<file path="src/gsarc_pkg.sv">
// Function
// - 'z' query returns unfiltered gas, five digits
// - '.' query returns scaling multiplier, five digits
// - Multiplier 1, 10 or 100 by range
// - 'T' query returns ten times Celsius plus 1000
// - 'H' query returns ten times relative humidity
// - Absent sensors answer 01000 and 00000
// - Field is identifier, space, five digits
// - Mask weights select report fields
// - Mask is sum of field weights
// - 'M' sets mask, echoed zero padded
// - Mask resets to 6
// - Lines end with CR LF
// - 'Q' query emits selected fields whose FIELD_DEF bit is set
// - Streaming mode emits same report lines
package gsarc_pkg;
  localparam int unsigned BYTE_W = 8;
  localparam int unsigned VAL_W  = 16;
  localparam int unsigned NUM_W  = 17;
  localparam int unsigned NFIELD = 13;
  localparam int unsigned CTRL_W = 5;

  // Register byte offsets
  localparam logic [7:0] REG_CTRL = 8'h00;
  localparam logic [7:0] REG_TRIG = 8'h04;
  localparam logic [7:0] REG_STAT = 8'h08;
  localparam logic [7:0] REG_LCMD = 8'h0C;
  localparam logic [1:0] REG_VAL_PAGE = 2'h1;

  // Field positions
  localparam int unsigned CTRL_STREAM = 0;
  localparam int unsigned CTRL_RANGE  = 1;
  localparam int unsigned CTRL_TEMP   = 3;
  localparam int unsigned CTRL_HUM    = 4;
  localparam int unsigned STAT_BUSY   = 17;
  localparam int unsigned STAT_PEND   = 18;

  // Reset values
  localparam logic [CTRL_W-1:0] CTRL_RST = 5'h00;
  localparam logic [NUM_W-1:0]  MASK_RST = 17'h00006;

  // Report fields
  localparam logic [12:0] FIELD_DEF = 13'h1DFE;
  localparam logic [3:0]  FLD_NONE  = 4'h0;
  localparam logic [3:0]  FLD_UNF   = 4'h1;
  localparam logic [3:0]  FLD_TEMP  = 4'h6;
  localparam logic [3:0]  FLD_GAP   = 4'h9;
  localparam logic [3:0]  FLD_HUM   = 4'hC;
  localparam logic [3:0]  FLD_TOP   = 4'hC;

  // Characters
  localparam logic [7:0] CH_UNF   = 8'h7A;
  localparam logic [7:0] CH_SCALE = 8'h2E;
  localparam logic [7:0] CH_TEMP  = 8'h54;
  localparam logic [7:0] CH_HUM   = 8'h48;
  localparam logic [7:0] CH_MASK  = 8'h4D;
  localparam logic [7:0] CH_REP   = 8'h51;
  localparam logic [7:0] CH_SP    = 8'h20;
  localparam logic [7:0] CH_CR    = 8'h0D;
  localparam logic [7:0] CH_LF    = 8'h0A;
  localparam logic [7:0] CH_D0    = 8'h30;
  localparam logic [7:0] CH_D9    = 8'h39;
  localparam logic [7:0] CH_NUL   = 8'h00;

  // Values
  localparam logic [NUM_W-1:0] TEMP_ABSENT = 17'h003E8;
  localparam logic [NUM_W-1:0] HUM_ABSENT  = 17'h00000;
  localparam logic [NUM_W-1:0] SCALE_1     = 17'h00001;
  localparam logic [NUM_W-1:0] SCALE_10    = 17'h0000A;
  localparam logic [NUM_W-1:0] SCALE_100   = 17'h00064;
  localparam logic [1:0]       RANGE_60    = 2'h1;
  localparam logic [1:0]       RANGE_100   = 2'h2;
  localparam logic [2:0]       ARG_DIGITS  = 3'h5;
  localparam logic [2:0]       DIG_TOP     = 3'h4;

  typedef enum logic [2:0] {
    TX_IDLE, TX_SCAN, TX_SEP, TX_ID, TX_SP, TX_DIG, TX_CR, TX_LF
  } gsarc_tx_e;

  function automatic logic [7:0] field_char(input logic [3:0] i);
    case (i)
      4'hC:    return 8'h48;
      4'hB:    return 8'h64;
      4'hA:    return 8'h44;
      4'h8:    return 8'h68;
      4'h7:    return 8'h56;
      4'h6:    return 8'h54;
      4'h5:    return 8'h4F;
      4'h4:    return 8'h6F;
      4'h3:    return 8'h76;
      4'h2:    return 8'h5A;
      4'h1:    return 8'h7A;
      default: return CH_NUL;
    endcase
  endfunction : field_char

  function automatic logic [7:0] dec_digit(input logic [NUM_W-1:0] v, input logic [2:0] k);
    logic [NUM_W-1:0] p;
    logic [NUM_W-1:0] r;
    case (k)
      3'h4:    p = 17'h02710;
      3'h3:    p = 17'h003E8;
      3'h2:    p = 17'h00064;
      3'h1:    p = 17'h0000A;
      default: p = 17'h00001;
    endcase
    r = (v / p) % 17'h0000A;
    return CH_D0 + {4'h0, r[3:0]};
  endfunction : dec_digit
endpackage : gsarc_pkg

</file>
<file path="src/gsarc_fifo.sv">
`timescale 1ns/10ps
module gsarc_fifo #(
  parameter int unsigned W     = 8,
  parameter int unsigned DEPTH = 2
) (
  // Clock and reset
  input  wire logic         hclk,
  input  wire logic         hresetn,
  // Fill side
  input  wire logic         in_valid,
  input  wire logic [W-1:0] in_data,
  output logic              in_ready,
  // Drain side
  output logic              out_valid,
  output logic [W-1:0]      out_data,
  input  wire logic         out_ready
);
  localparam int unsigned AW = (DEPTH > 1) ? $clog2(DEPTH) : 1;
  localparam logic [AW:0]   FULL = (AW+1)'(DEPTH);
  localparam logic [AW-1:0] LAST = AW'(DEPTH - 1);

  typedef struct packed {
    logic [DEPTH-1:0][W-1:0] mem;
    logic [AW-1:0]           wp;
    logic [AW-1:0]           rp;
    logic [AW:0]             cnt;
  } gsarc_fifo_s;

  gsarc_fifo_s q;
  gsarc_fifo_s d;
  logic        push;
  logic        pop;

  assign in_ready  = (q.cnt != FULL);
  assign out_valid = (q.cnt != '0);
  assign out_data  = q.mem[q.rp];
  assign push      = in_valid && in_ready;
  assign pop       = out_valid && out_ready;

  always_comb begin
    d = q;
    if (push) begin
      d.mem[q.wp] = in_data;
      d.wp        = (q.wp == LAST) ? '0 : q.wp + 1'b1;
    end
    if (pop) begin
      d.rp = (q.rp == LAST) ? '0 : q.rp + 1'b1;
    end
    if (push && !pop) begin
      d.cnt = q.cnt + 1'b1;
    end else if (pop && !push) begin
      d.cnt = q.cnt - 1'b1;
    end
  end

  always_ff @(posedge hclk or negedge hresetn) begin
    if (!hresetn) begin
      q <= '0;
    end else begin
      q <= d;
    end
  end
endmodule : gsarc_fifo

</file>
<file path="src/gsarc_core.sv">
// The address map and the AHB-Lite interface to the registers were chosen for this implementation.
`timescale 1ns/10ps
module gsarc_core (
  // Clock and reset
  input  wire logic                         hclk,
  input  wire logic                         hresetn,
  // AHB-Lite slave
  input  wire logic                         hsel,
  input  wire logic [31:0]                  haddr,
  input  wire logic [1:0]                   htrans,
  input  wire logic                         hwrite,
  input  wire logic [2:0]                   hsize,
  input  wire logic [31:0]                  hwdata,
  input  wire logic                         hready,
  output logic                              hreadyout,
  output logic                              hresp,
  output logic [31:0]                       hrdata,
  // Received command bytes
  input  wire logic                         rx_valid,
  input  wire logic [gsarc_pkg::BYTE_W-1:0] rx_data,
  output logic                              rx_ready,
  // Reply bytes
  output logic                              tx_valid,
  output logic [gsarc_pkg::BYTE_W-1:0]      tx_data,
  input  wire logic                         tx_ready
);
  import gsarc_pkg::*;

  typedef struct packed {
    logic [NUM_W-1:0]               mask;
    logic [CTRL_W-1:0]              ctrl;
    logic [NFIELD-1:0][VAL_W-1:0]   vals;
    logic [7:0]                     cmd;
    logic [NUM_W-1:0]               arg;
    logic [2:0]                     ndig;
    logic                           cr;
    logic                           first_ch;
    gsarc_tx_e                      tx;
    logic [7:0]                     id;
    logic [NUM_W-1:0]               val;
    logic [2:0]                     dig;
    logic [3:0]                     fidx;
    logic                           rep;
    logic                           first_fld;
    logic                           pend;
    logic [7:0]                     lcmd;
    logic [7:0]                     lastb;
    logic                           wr;
    logic [7:0]                     waddr;
    logic [31:0]                    rdata;
  } gsarc_core_s;

  gsarc_core_s      q;
  gsarc_core_s      d;
  logic             out_valid;
  logic [7:0]       out_byte;
  logic             buf_ready;
  logic             emit;
  logic             rx_take;
  logic             exec;
  logic             sel;
  logic             in_map;
  logic [31:0]      rd_word;
  logic [1:0]       range;
  logic             temp_fit;
  logic             hum_fit;
  logic [NUM_W-1:0] scale;
  logic [VAL_W-1:0] unf_raw;
  logic [VAL_W-1:0] hum_raw;

  ////////////////////////////////////////////////////////////////////////////////
  // Field values and scaling

  assign range    = q.ctrl[CTRL_RANGE +: 2];
  assign temp_fit = q.ctrl[CTRL_TEMP];
  assign hum_fit  = q.ctrl[CTRL_HUM];
  assign unf_raw  = q.vals[FLD_UNF];
  assign hum_raw  = q.vals[FLD_HUM];

  always_comb begin
    case (range)
      RANGE_60:  scale = SCALE_10;
      RANGE_100: scale = SCALE_100;
      default:   scale = SCALE_1;
    endcase
  end

  function automatic logic [NUM_W-1:0] field_val(input logic [3:0] i,
                                                 input gsarc_core_s s);
    if (i == FLD_TEMP && !s.ctrl[CTRL_TEMP]) begin
      return TEMP_ABSENT;
    end else if (i == FLD_HUM && !s.ctrl[CTRL_HUM]) begin
      return HUM_ABSENT;
    end
    return {1'b0, s.vals[i]};
  endfunction : field_val

  ////////////////////////////////////////////////////////////////////////////////
  // Bus decode

  assign hreadyout = 1'b1;
  assign hresp     = 1'b0;
  assign hrdata    = q.rdata;
  assign in_map    = (haddr[31:8] == 24'h000000);
  assign sel       = hsel && hready && htrans[1] && in_map;

  always_comb begin
    rd_word = 32'h00000000;
    if (haddr[7:6] == REG_VAL_PAGE) begin
      if (haddr[5:2] < 4'(NFIELD)) begin
        rd_word = {16'h0000, q.vals[haddr[5:2]]};
      end
    end else begin
      case (haddr[7:0])
        REG_CTRL: rd_word = {27'h0000000, q.ctrl};
        REG_STAT: rd_word = {13'h0000, q.pend, q.tx != TX_IDLE, q.mask};
        REG_LCMD: rd_word = {24'h000000, q.lcmd};
        default:  rd_word = 32'h00000000;
      endcase
    end
  end

  ////////////////////////////////////////////////////////////////////////////////
  // Reply byte selection

  always_comb begin
    out_valid = 1'b1;
    out_byte  = CH_SP;
    case (q.tx)
      TX_SEP:  out_byte = CH_SP;
      TX_SP:   out_byte = CH_SP;
      TX_ID:   out_byte = q.id;
      TX_DIG:  out_byte = dec_digit(q.val, q.dig);
      TX_CR:   out_byte = CH_CR;
      TX_LF:   out_byte = CH_LF;
      default: out_valid = 1'b0;
    endcase
  end

  assign emit     = out_valid && buf_ready;
  assign rx_ready = (q.tx == TX_IDLE);
  assign rx_take  = rx_valid && rx_ready;
  assign exec     = rx_take && (rx_data == CH_LF) && q.cr && !q.first_ch;

  ////////////////////////////////////////////////////////////////////////////////
  // Next state

  always_comb begin
    logic [NUM_W-1:0] m;
    m = q.mask;
    d = q;
    if (emit) begin
      d.lastb = out_byte;
    end
    // Reply sequencer
    case (q.tx)
      TX_IDLE: begin
        if (q.pend && !rx_take) begin
          d.tx        = TX_SCAN;
          d.rep       = 1'b1;
          d.fidx      = FLD_TOP;
          d.first_fld = 1'b1;
          d.pend      = 1'b0;
        end
      end
      TX_SCAN: begin
        if (q.fidx == FLD_NONE) begin
          d.tx = TX_CR;
        end else begin
          if (q.mask[q.fidx] && FIELD_DEF[q.fidx]) begin
            d.id        = field_char(q.fidx);
            d.val       = field_val(q.fidx, q);
            d.tx        = q.first_fld ? TX_ID : TX_SEP;
            d.first_fld = 1'b0;
          end
          d.fidx = q.fidx - 4'h1;
        end
      end
      TX_SEP: begin
        if (emit) begin
          d.tx = TX_ID;
        end
      end
      TX_ID: begin
        if (emit) begin
          d.tx = TX_SP;
        end
      end
      TX_SP: begin
        if (emit) begin
          d.tx  = TX_DIG;
          d.dig = DIG_TOP;
        end
      end
      TX_DIG: begin
        if (emit) begin
          if (q.dig == 3'h0) begin
            d.tx = q.rep ? TX_SCAN : TX_CR;
          end else begin
            d.dig = q.dig - 3'h1;
          end
        end
      end
      TX_CR: begin
        if (emit) begin
          d.tx = TX_LF;
        end
      end
      TX_LF: begin
        if (emit) begin
          d.tx = TX_IDLE;
        end
      end
      default: d.tx = TX_IDLE;
    endcase
    // Command line parser
    if (rx_take) begin
      if (rx_data == CH_LF) begin
        d.first_ch = 1'b1;
        d.cr       = 1'b0;
      end else if (rx_data == CH_CR) begin
        d.cr = 1'b1;
        if (q.first_ch) begin
          d.cmd      = CH_NUL;
          d.first_ch = 1'b0;
        end
      end else begin
        d.cr = 1'b0;
        if (q.first_ch) begin
          d.cmd      = rx_data;
          d.first_ch = 1'b0;
          d.arg      = '0;
          d.ndig     = 3'h0;
        end else if (rx_data >= CH_D0 && rx_data <= CH_D9 && q.ndig < ARG_DIGITS) begin
          d.arg  = NUM_W'(q.arg * 17'h0000A + {13'h0000, rx_data[3:0]});
          d.ndig = q.ndig + 3'h1;
        end
      end
    end
    // Command execution
    if (exec) begin
      d.lcmd = q.cmd;
      d.rep  = 1'b0;
      d.tx   = TX_ID;
      d.id   = q.cmd;
      case (q.cmd)
        CH_UNF:   d.val = {1'b0, q.vals[FLD_UNF]};
        CH_SCALE: d.val = scale;
        CH_TEMP:  d.val = field_val(FLD_TEMP, q);
        CH_HUM:   d.val = field_val(FLD_HUM, q);
        CH_MASK: begin
          if (q.ndig != 3'h0) begin
            m = q.arg;
          end
          d.mask = m;
          d.val  = m;
        end
        CH_REP: begin
          d.tx        = TX_SCAN;
          d.rep       = 1'b1;
          d.fidx      = FLD_TOP;
          d.first_fld = 1'b1;
        end
        default: d.tx = TX_IDLE;
      endcase
    end
    // Bus data phase
    if (q.wr) begin
      if (q.waddr[7:6] == REG_VAL_PAGE) begin
        if (q.waddr[5:2] < 4'(NFIELD)) begin
          d.vals[q.waddr[5:2]] = hwdata[VAL_W-1:0];
        end
      end else if (q.waddr == REG_CTRL) begin
        d.ctrl = hwdata[CTRL_W-1:0];
      end else if (q.waddr == REG_TRIG && q.ctrl[CTRL_STREAM]) begin
        d.pend = 1'b1;
      end
    end
    // Bus address phase
    d.wr = sel && hwrite;
    if (sel) begin
      d.waddr = haddr[7:0];
      if (!hwrite) begin
        d.rdata = rd_word;
      end
    end
  end

  always_ff @(posedge hclk or negedge hresetn) begin
    if (!hresetn) begin
      q          <= '0;
      q.mask     <= MASK_RST;
      q.ctrl     <= CTRL_RST;
      q.first_ch <= 1'b1;
      q.tx       <= TX_IDLE;
    end else begin
      q <= d;
    end
  end

  ////////////////////////////////////////////////////////////////////////////////
  // Reply buffer

  gsarc_fifo #(
    .W     (BYTE_W),
    .DEPTH (2)
  ) u_txbuf (
    .hclk      (hclk),
    .hresetn   (hresetn),
    .in_valid  (out_valid),
    .in_data   (out_byte),
    .in_ready  (buf_ready),
    .out_valid (tx_valid),
    .out_data  (tx_data),
    .out_ready (tx_ready)
  );
endmodule : gsarc_core

</file>
<file path="config.mk">
export PLATFORM = sky130hd
export DESIGN_NAME = gsarc_core
export DESIGN_NICKNAME = d
export VERILOG_FILES = /design/src/gsarc_pkg.sv /design/src/gsarc_fifo.sv /design/src/gsarc_core.sv
export SDC_FILE = /design/constraint.sdc
export NUM_CORES = 1
export LEC_CHECK = 0
export BUFFER_PORTS_ARGS = -buffer_cell sky130_fd_sc_hd__buf_2
export CAP_MARGIN = 20
export CORE_MARGIN = 10
export CORE_UTILIZATION = 60
export DETAILED_ROUTE_END_ITERATION = 12
export HOLD_SLACK_MARGIN = 0.02
export PLACE_DENSITY_LB_ADDON = 0.2
export RECOVER_POWER = 50
export SYNTH_ARGS = -nofsm -noshare
export SYNTH_HDL_FRONTEND = slang
export SYNTH_SLANG_ARGS = --single-unit
</file>
<file path="constraint.sdc">
create_clock -name hclk -period 63.3 [get_ports hclk]
set_input_delay 3.165 -clock hclk [delete_from_list [all_inputs] [get_ports hclk]]
set_output_delay 3.165 -clock hclk [all_outputs]
set_load 0.1 [all_outputs]
</file>
### Yosys cells after proc, flatten, opt, wreduce, memory -nomap -nowiden

Memory sizes are Yosys's and may differ from the RTL's.
Cells that the tools add are included.

* memories kept: 2
* register bits: 367
* output and inout bits: 44
* memory bits (writable): 0
* latch bits: 0
* memory bits (read-only): 128

Memories
* (no name shown): depth 16, width 7, rd ports 1, clocked after memory_dff 0, write ports 0, RTL line gsarc_pkg.sv:81 `case (i)`
* (no name shown): depth 16, width 1, rd ports 1, clocked after memory_dff 0, write ports 0, RTL line gsarc_core.sv:170 `if (q.mask[q.fidx] && FIELD_DEF[q.fidx]) begin`

* eq/ne operators: 42
* magnitude comparators: 13
* $add $sub $neg: 9
* multipliers: 1
* divide/modulo/power cells: 2
* bitwise logic cells: 4
* multiplexer cells: 88
* shift operators: 0
* reduce and logical (&&, ||, !) cells: 55

Operators by type and width (count)
* $bwmux W208: 1
* $mux W17: 9
* $bmux W16 S4: 2
* $pmux W17 S5: 1
* $demux W16 S4: 1
* $mux W16: 4
* $pmux W19 S3: 1
* $mux W28: 2
* $pmux W14 S4: 1
* $mux W25: 2
* $mux W8: 6
* $eq A8 B7 Y1 const B: 5
* $mux W20: 2
* $mux W3: 12
* $eq A8 B4 Y1 const B: 4
* $mux W32: 1
* $pmux W8 S4: 1
* $mux W1: 25
* $logic_not A24 Y1: 1
* $pmux W3 S8: 1
* $logic_and A1 B1 Y1: 21
* $ne A3 B2 Y1 const B: 6
* $add A17 B4 Y17: 1
* $div A17 B17 Y17: 1
* 57 further kinds: 103

### Longest topological paths before layout

* depth in word-level cells: 13
* depth in mapped cells: 192

### Modules after synthesis

Synthesis repeated with hierarchy kept, for this count alone.

* cells, all modules: 3040
* area total of the unflattened synthesis: 28960.3 um2

Modules (own cells, without submodules)
* gsarc_core: sequential area each 8361.8 um2, cells an instance 2980, area each 27990.6 um2, times used 1
* gsarc_fifo: sequential area each 500.5 um2, cells an instance 60, area each 969.7 um2, times used 1

### Worst setup path after synthesis

No wires, ideal clock.

* kind: register to register
* start point: register q[64] (netlist name)
* end point: register u_txbuf.q[12] (netlist name)
* library setup time: 0.128 ns
* stages on the path, launching flop included: 182
* setup slack: 26.816 ns
* path buffers: 26
* arrival time: 36.356 ns
* period minus slack after synthesis: 36.484 ns
* cell sequence: dfrtp_1 ha_1 nor4_2 nor2_2 ha_1 or4b_1 a21oi_1 nor2_1 ha_1 or4_1 o32ai_1 a31oi_1 ha_1 a21oi_1 nand2_1 o21ai_0 a32oi_1 ha_1 [... 146 more ...] o21a_1 o21ai_0 nand2b_1 a21oi_1 nor2b_1 o21ai_0 nand2b_1 a21oi_1 nor2b_1 o21ai_0 nand2_1 nor3b_1 mux2i_1 or2_1 and3b_1 a311oi_1 o22ai_1 mux2_1

* word-level cells in the longest chain between the ends: 8
* elaborated cells on any way between the ends: 11
* those cells by class: add/sub (1); div (2); eq/ne (4); mux (4)

Ends and longest elaborated chain
* from (decl): RTL line gsarc_core.sv:53 `gsarc_core_s q;`
* $eq A3 B1 Y1, or another cell as far along: RTL line gsarc_pkg.sv:100 `case (k)`
* $pmux W14 S4 *: RTL line gsarc_pkg.sv:100
* $mux W17 *: RTL line gsarc_core.sv:129 `case (q.tx)`
* $div A17 B17 Y17 *: RTL line gsarc_pkg.sv:107 `r = (v / p) % 17'h0000A;`
* $mod A17 B4 Y17 *: RTL line gsarc_pkg.sv:107
* $add A6 B4 Y7 *: RTL line gsarc_pkg.sv:108 `return CH_D0 + {4'h0, r[3:0]};`
* $pmux W8 S4 *: RTL line gsarc_core.sv:129
* $bwmux W16 *: RTL line gsarc_fifo.sv:43 `d.mem[q.wp] = in_data;`
* to (signal assigned): RTL line gsarc_fifo.sv:58 `q <= '0;`
* to (signal assigned): RTL line gsarc_fifo.sv:60 `q <= d;`
* to (decl): RTL line gsarc_fifo.sv:29 `gsarc_fifo_s q;`

Every way passes the cells marked *; elsewhere a longest branch is shown, timed or not. The select of a mux whose other input is x is not followed.
A chain may end at the register's enable or synchronous reset.

### Final worst setup path

* start point: register q[64] (netlist name)
* end point: register u_txbuf.q[5] (netlist name)

Same word-level chain as after synthesis.

==> results.yml <==
run_status:
  run_status: "finished, violations left"
  violations: "capacitance limit, slew limit"
setup_path:
  slowest_stage: "a2bb2oi_1"
  path_common_cell: "a21oi_1"
  startpoint_type: "flop"
  max_stage_delay_ns: 0.92
  critPathArrivalTime_ns: 40.85
  crit_required_ns: 63.70
  cp-end-kind: "flop"
  critPathMaxFanout: 26
  worst-setup-path-type: "flop to flop"
cells_and_area:
  multi_input_area_sq_um: 18700
  layout-drive-gt1-share_pct: 19.9
  register_area_sq_um: 8870
  final_util_pct: 64.8
  final_common_cell: "dfrtp_1"
  nets: 3332
  area_growth_pct: 7.20
  fill_cells: 3844
  layout_common_cells: "dfrtp_1 (348), nand2_1 (315), mux2_2 (269)"
drt:
  vias_per_cell: 6.87
  dr_total_vias: 25463
  dr.first_iter.drc_count: 2367
  route.detailed.wl_per_inst_microns: 23.9
  drtPass1Iterations: 6
  drc: 0
  routed_wl_mm: 88.7
  ant_nets: 0
timing:
  period_share_pct: 63.9
  rsz0062_at_grt: "no"
  worst_slack_ns: 22.86
  whs_ns: 0.478
  hold_violations: 0
  setup_tns_ns: 0
  worst_clock_skew_ns: 0.0200
  setup_viol: 0
  tightest_slew_ns: 8.80
  maxSlewHeadroom_pct: -487
  slew_viol_final: 281
  fin_crit_ns: 40.44
  max_freq_mhz: 24.7
clock_tree:
  root_buffer: "clkbuf_16"
  cts_setup_buffers: 0
  cts_made_buffers: 39
  cts_num_sinks: 354
  post_cts_resize_count: 0
  tritoncts: "done"
  hold_buffers: 0
  htree_num_levels: 2
  clockBufferDepth: 3
  worstSkewPairLatency_ns: 0.56
  path_clk_slew_ns: 0.06
die:
  fp.dieH_microns: 239
  core-area_sq_um: 47500
  top_level_ports: 128
  rows: 80
  start_util_pct: 60.4
  die_w_microns: 239
  dieArea_sq_um: 57000
placed_design:
  place_ws_ns: 23.82
  place_hpwl_mm: 62.9
  place_congestion: 0.921
  portBuffers: 92
synthesis:
  syn_inst: 3076
  yosys_warnings: 0
  synthFlopType: "dfrtp_1"
  netlist_area_sq_um: 28700
  ys_seq_elements: 354
  ys_types: 107
  synth_edf_count: 0
  synthArstFlopShare_pct: 100
  ys_seq_area_share_pct: 30.8
  avgSynthCellArea_sq_um: 9.34
global_route:
  grt_usage_pct: 30.7
  grt_pass1_wl_mm: 139
  grt_pass1_vias: 25000
  antenna_found_initial: 5
  grt_max_degree: 175
  overflow: 0
worst_hold_path:
  hold_class: "flop to flop"
job:
  drv_cap: 2
area by class of cell:
| cell class | instances | share of cell area, % |
|---|---|---|
| tap | 615 | 2.50 |
| inverter | 81 | 0.987 |
| timing repair buffer | 147 | 2.75 |
| antenna | 4 | 0.0325 |
| multi-input combinational | 2437 | 60.8 |
| sequential | 354 | 28.8 |
| clock inverter | 12 | 0.301 |
| clock buffer | 58 | 3.86 |
synthesized netlist by cell type, drive strengths merged (27+ instances only):
cell    instances  area (sq um)
clkbuf        149           559
o31ai          38           304
nor2          217           817
nor3           82           410
nand2         315          1180
mux2i          73           731
dfrtp         351          8780
o21ai         173           866
mux2          272          3070
o21a           43           323
xnor2          55           482
xor2           39           342
buf            68           403
a21o           35           263
o22ai          30           188
a221oi         31           272
a21oi         191           963
inv            80           300
a31oi          42           278
nand2b         27           169
nand3          67           335
mux4           85          1910
ha            186          2330
per-stage QoR:
stage,area [sq um],cells
floorplan,28800,3089
global placement,29600,3633
detailed placement,29600,3634
CTS,30800,3704
global route,30800,3707
finish,30800,3708
flip-flops by register name, indices dropped and copies added (netlist names):
name	count
hrdata	19
hum_fit	1
hum_raw	16
q	282
u_txbuf.q	20
unf_raw	16
logic make-up (layout without fill, tap and decap cells):
group                      after synthesis  count (layout)  synth area share (%)
AOI/OAI and AO/OA                      787             787                  18.3
xor gates and xnor gates                94              94                  2.87
DFF                                    354             354                  30.8
other                                    2              19                0.0261
muxes                                  430             430                  19.9
adders and majority gates              188             188                  8.24
buffers and inverters                  298             298                  4.41
and+or+nand+nor                        923             923                  15.4
per-layer routing:
| layer | part of all wire (%) | global-route usage [%] | wire length [microns] | up-vias |
|---|---|---|---|---|
| li1 | - | - | - | 11467 |
| met1 | 39 | 37.9 | 34600 | 12485 |
| met2 | 47 | 49.9 | 41700 | 1221 |
| met3 | 8.2 | 5.11 | 7260 | 288 |
| met4 | 5.9 | 17.8 | 5210 | 2 |
| met5 | 0.020 | 0 | 18 | - |
worst paths after layout:
kind / end / slack [ns] / cells after the start / from
worst max-delay path: u_txbuf.q[5] / 22.86 / 160 / q[64]
worst min-delay path: u_txbuf.q[13] / 0.48 / 2 / u_txbuf.q[13]
worst max register to register: u_txbuf.q[5] / 22.86 / 160 / q[64]
worst min register to register: u_txbuf.q[13] / 0.48 / 2 / u_txbuf.q[13]
max in group asynchronous: q[60] / 47.40 / 2 / hresetn
min in group asynchronous: q[131] / 4.67 / 1 / hresetn
worst max-delay path: cells and delay by family (launching register included):
kind	cells	cell delay [ns]
adders and majority gates	18	5.80
and+or+nand+nor	43	9.72
buffers and inverters	7	1.43
DFF	1	0.41
AOI/OAI and AO/OA	87	21.14
muxes	5	1.71
Power is not shown: default switching activity piles up to over one toggle a cycle in this logic, so the estimate is an artifact.
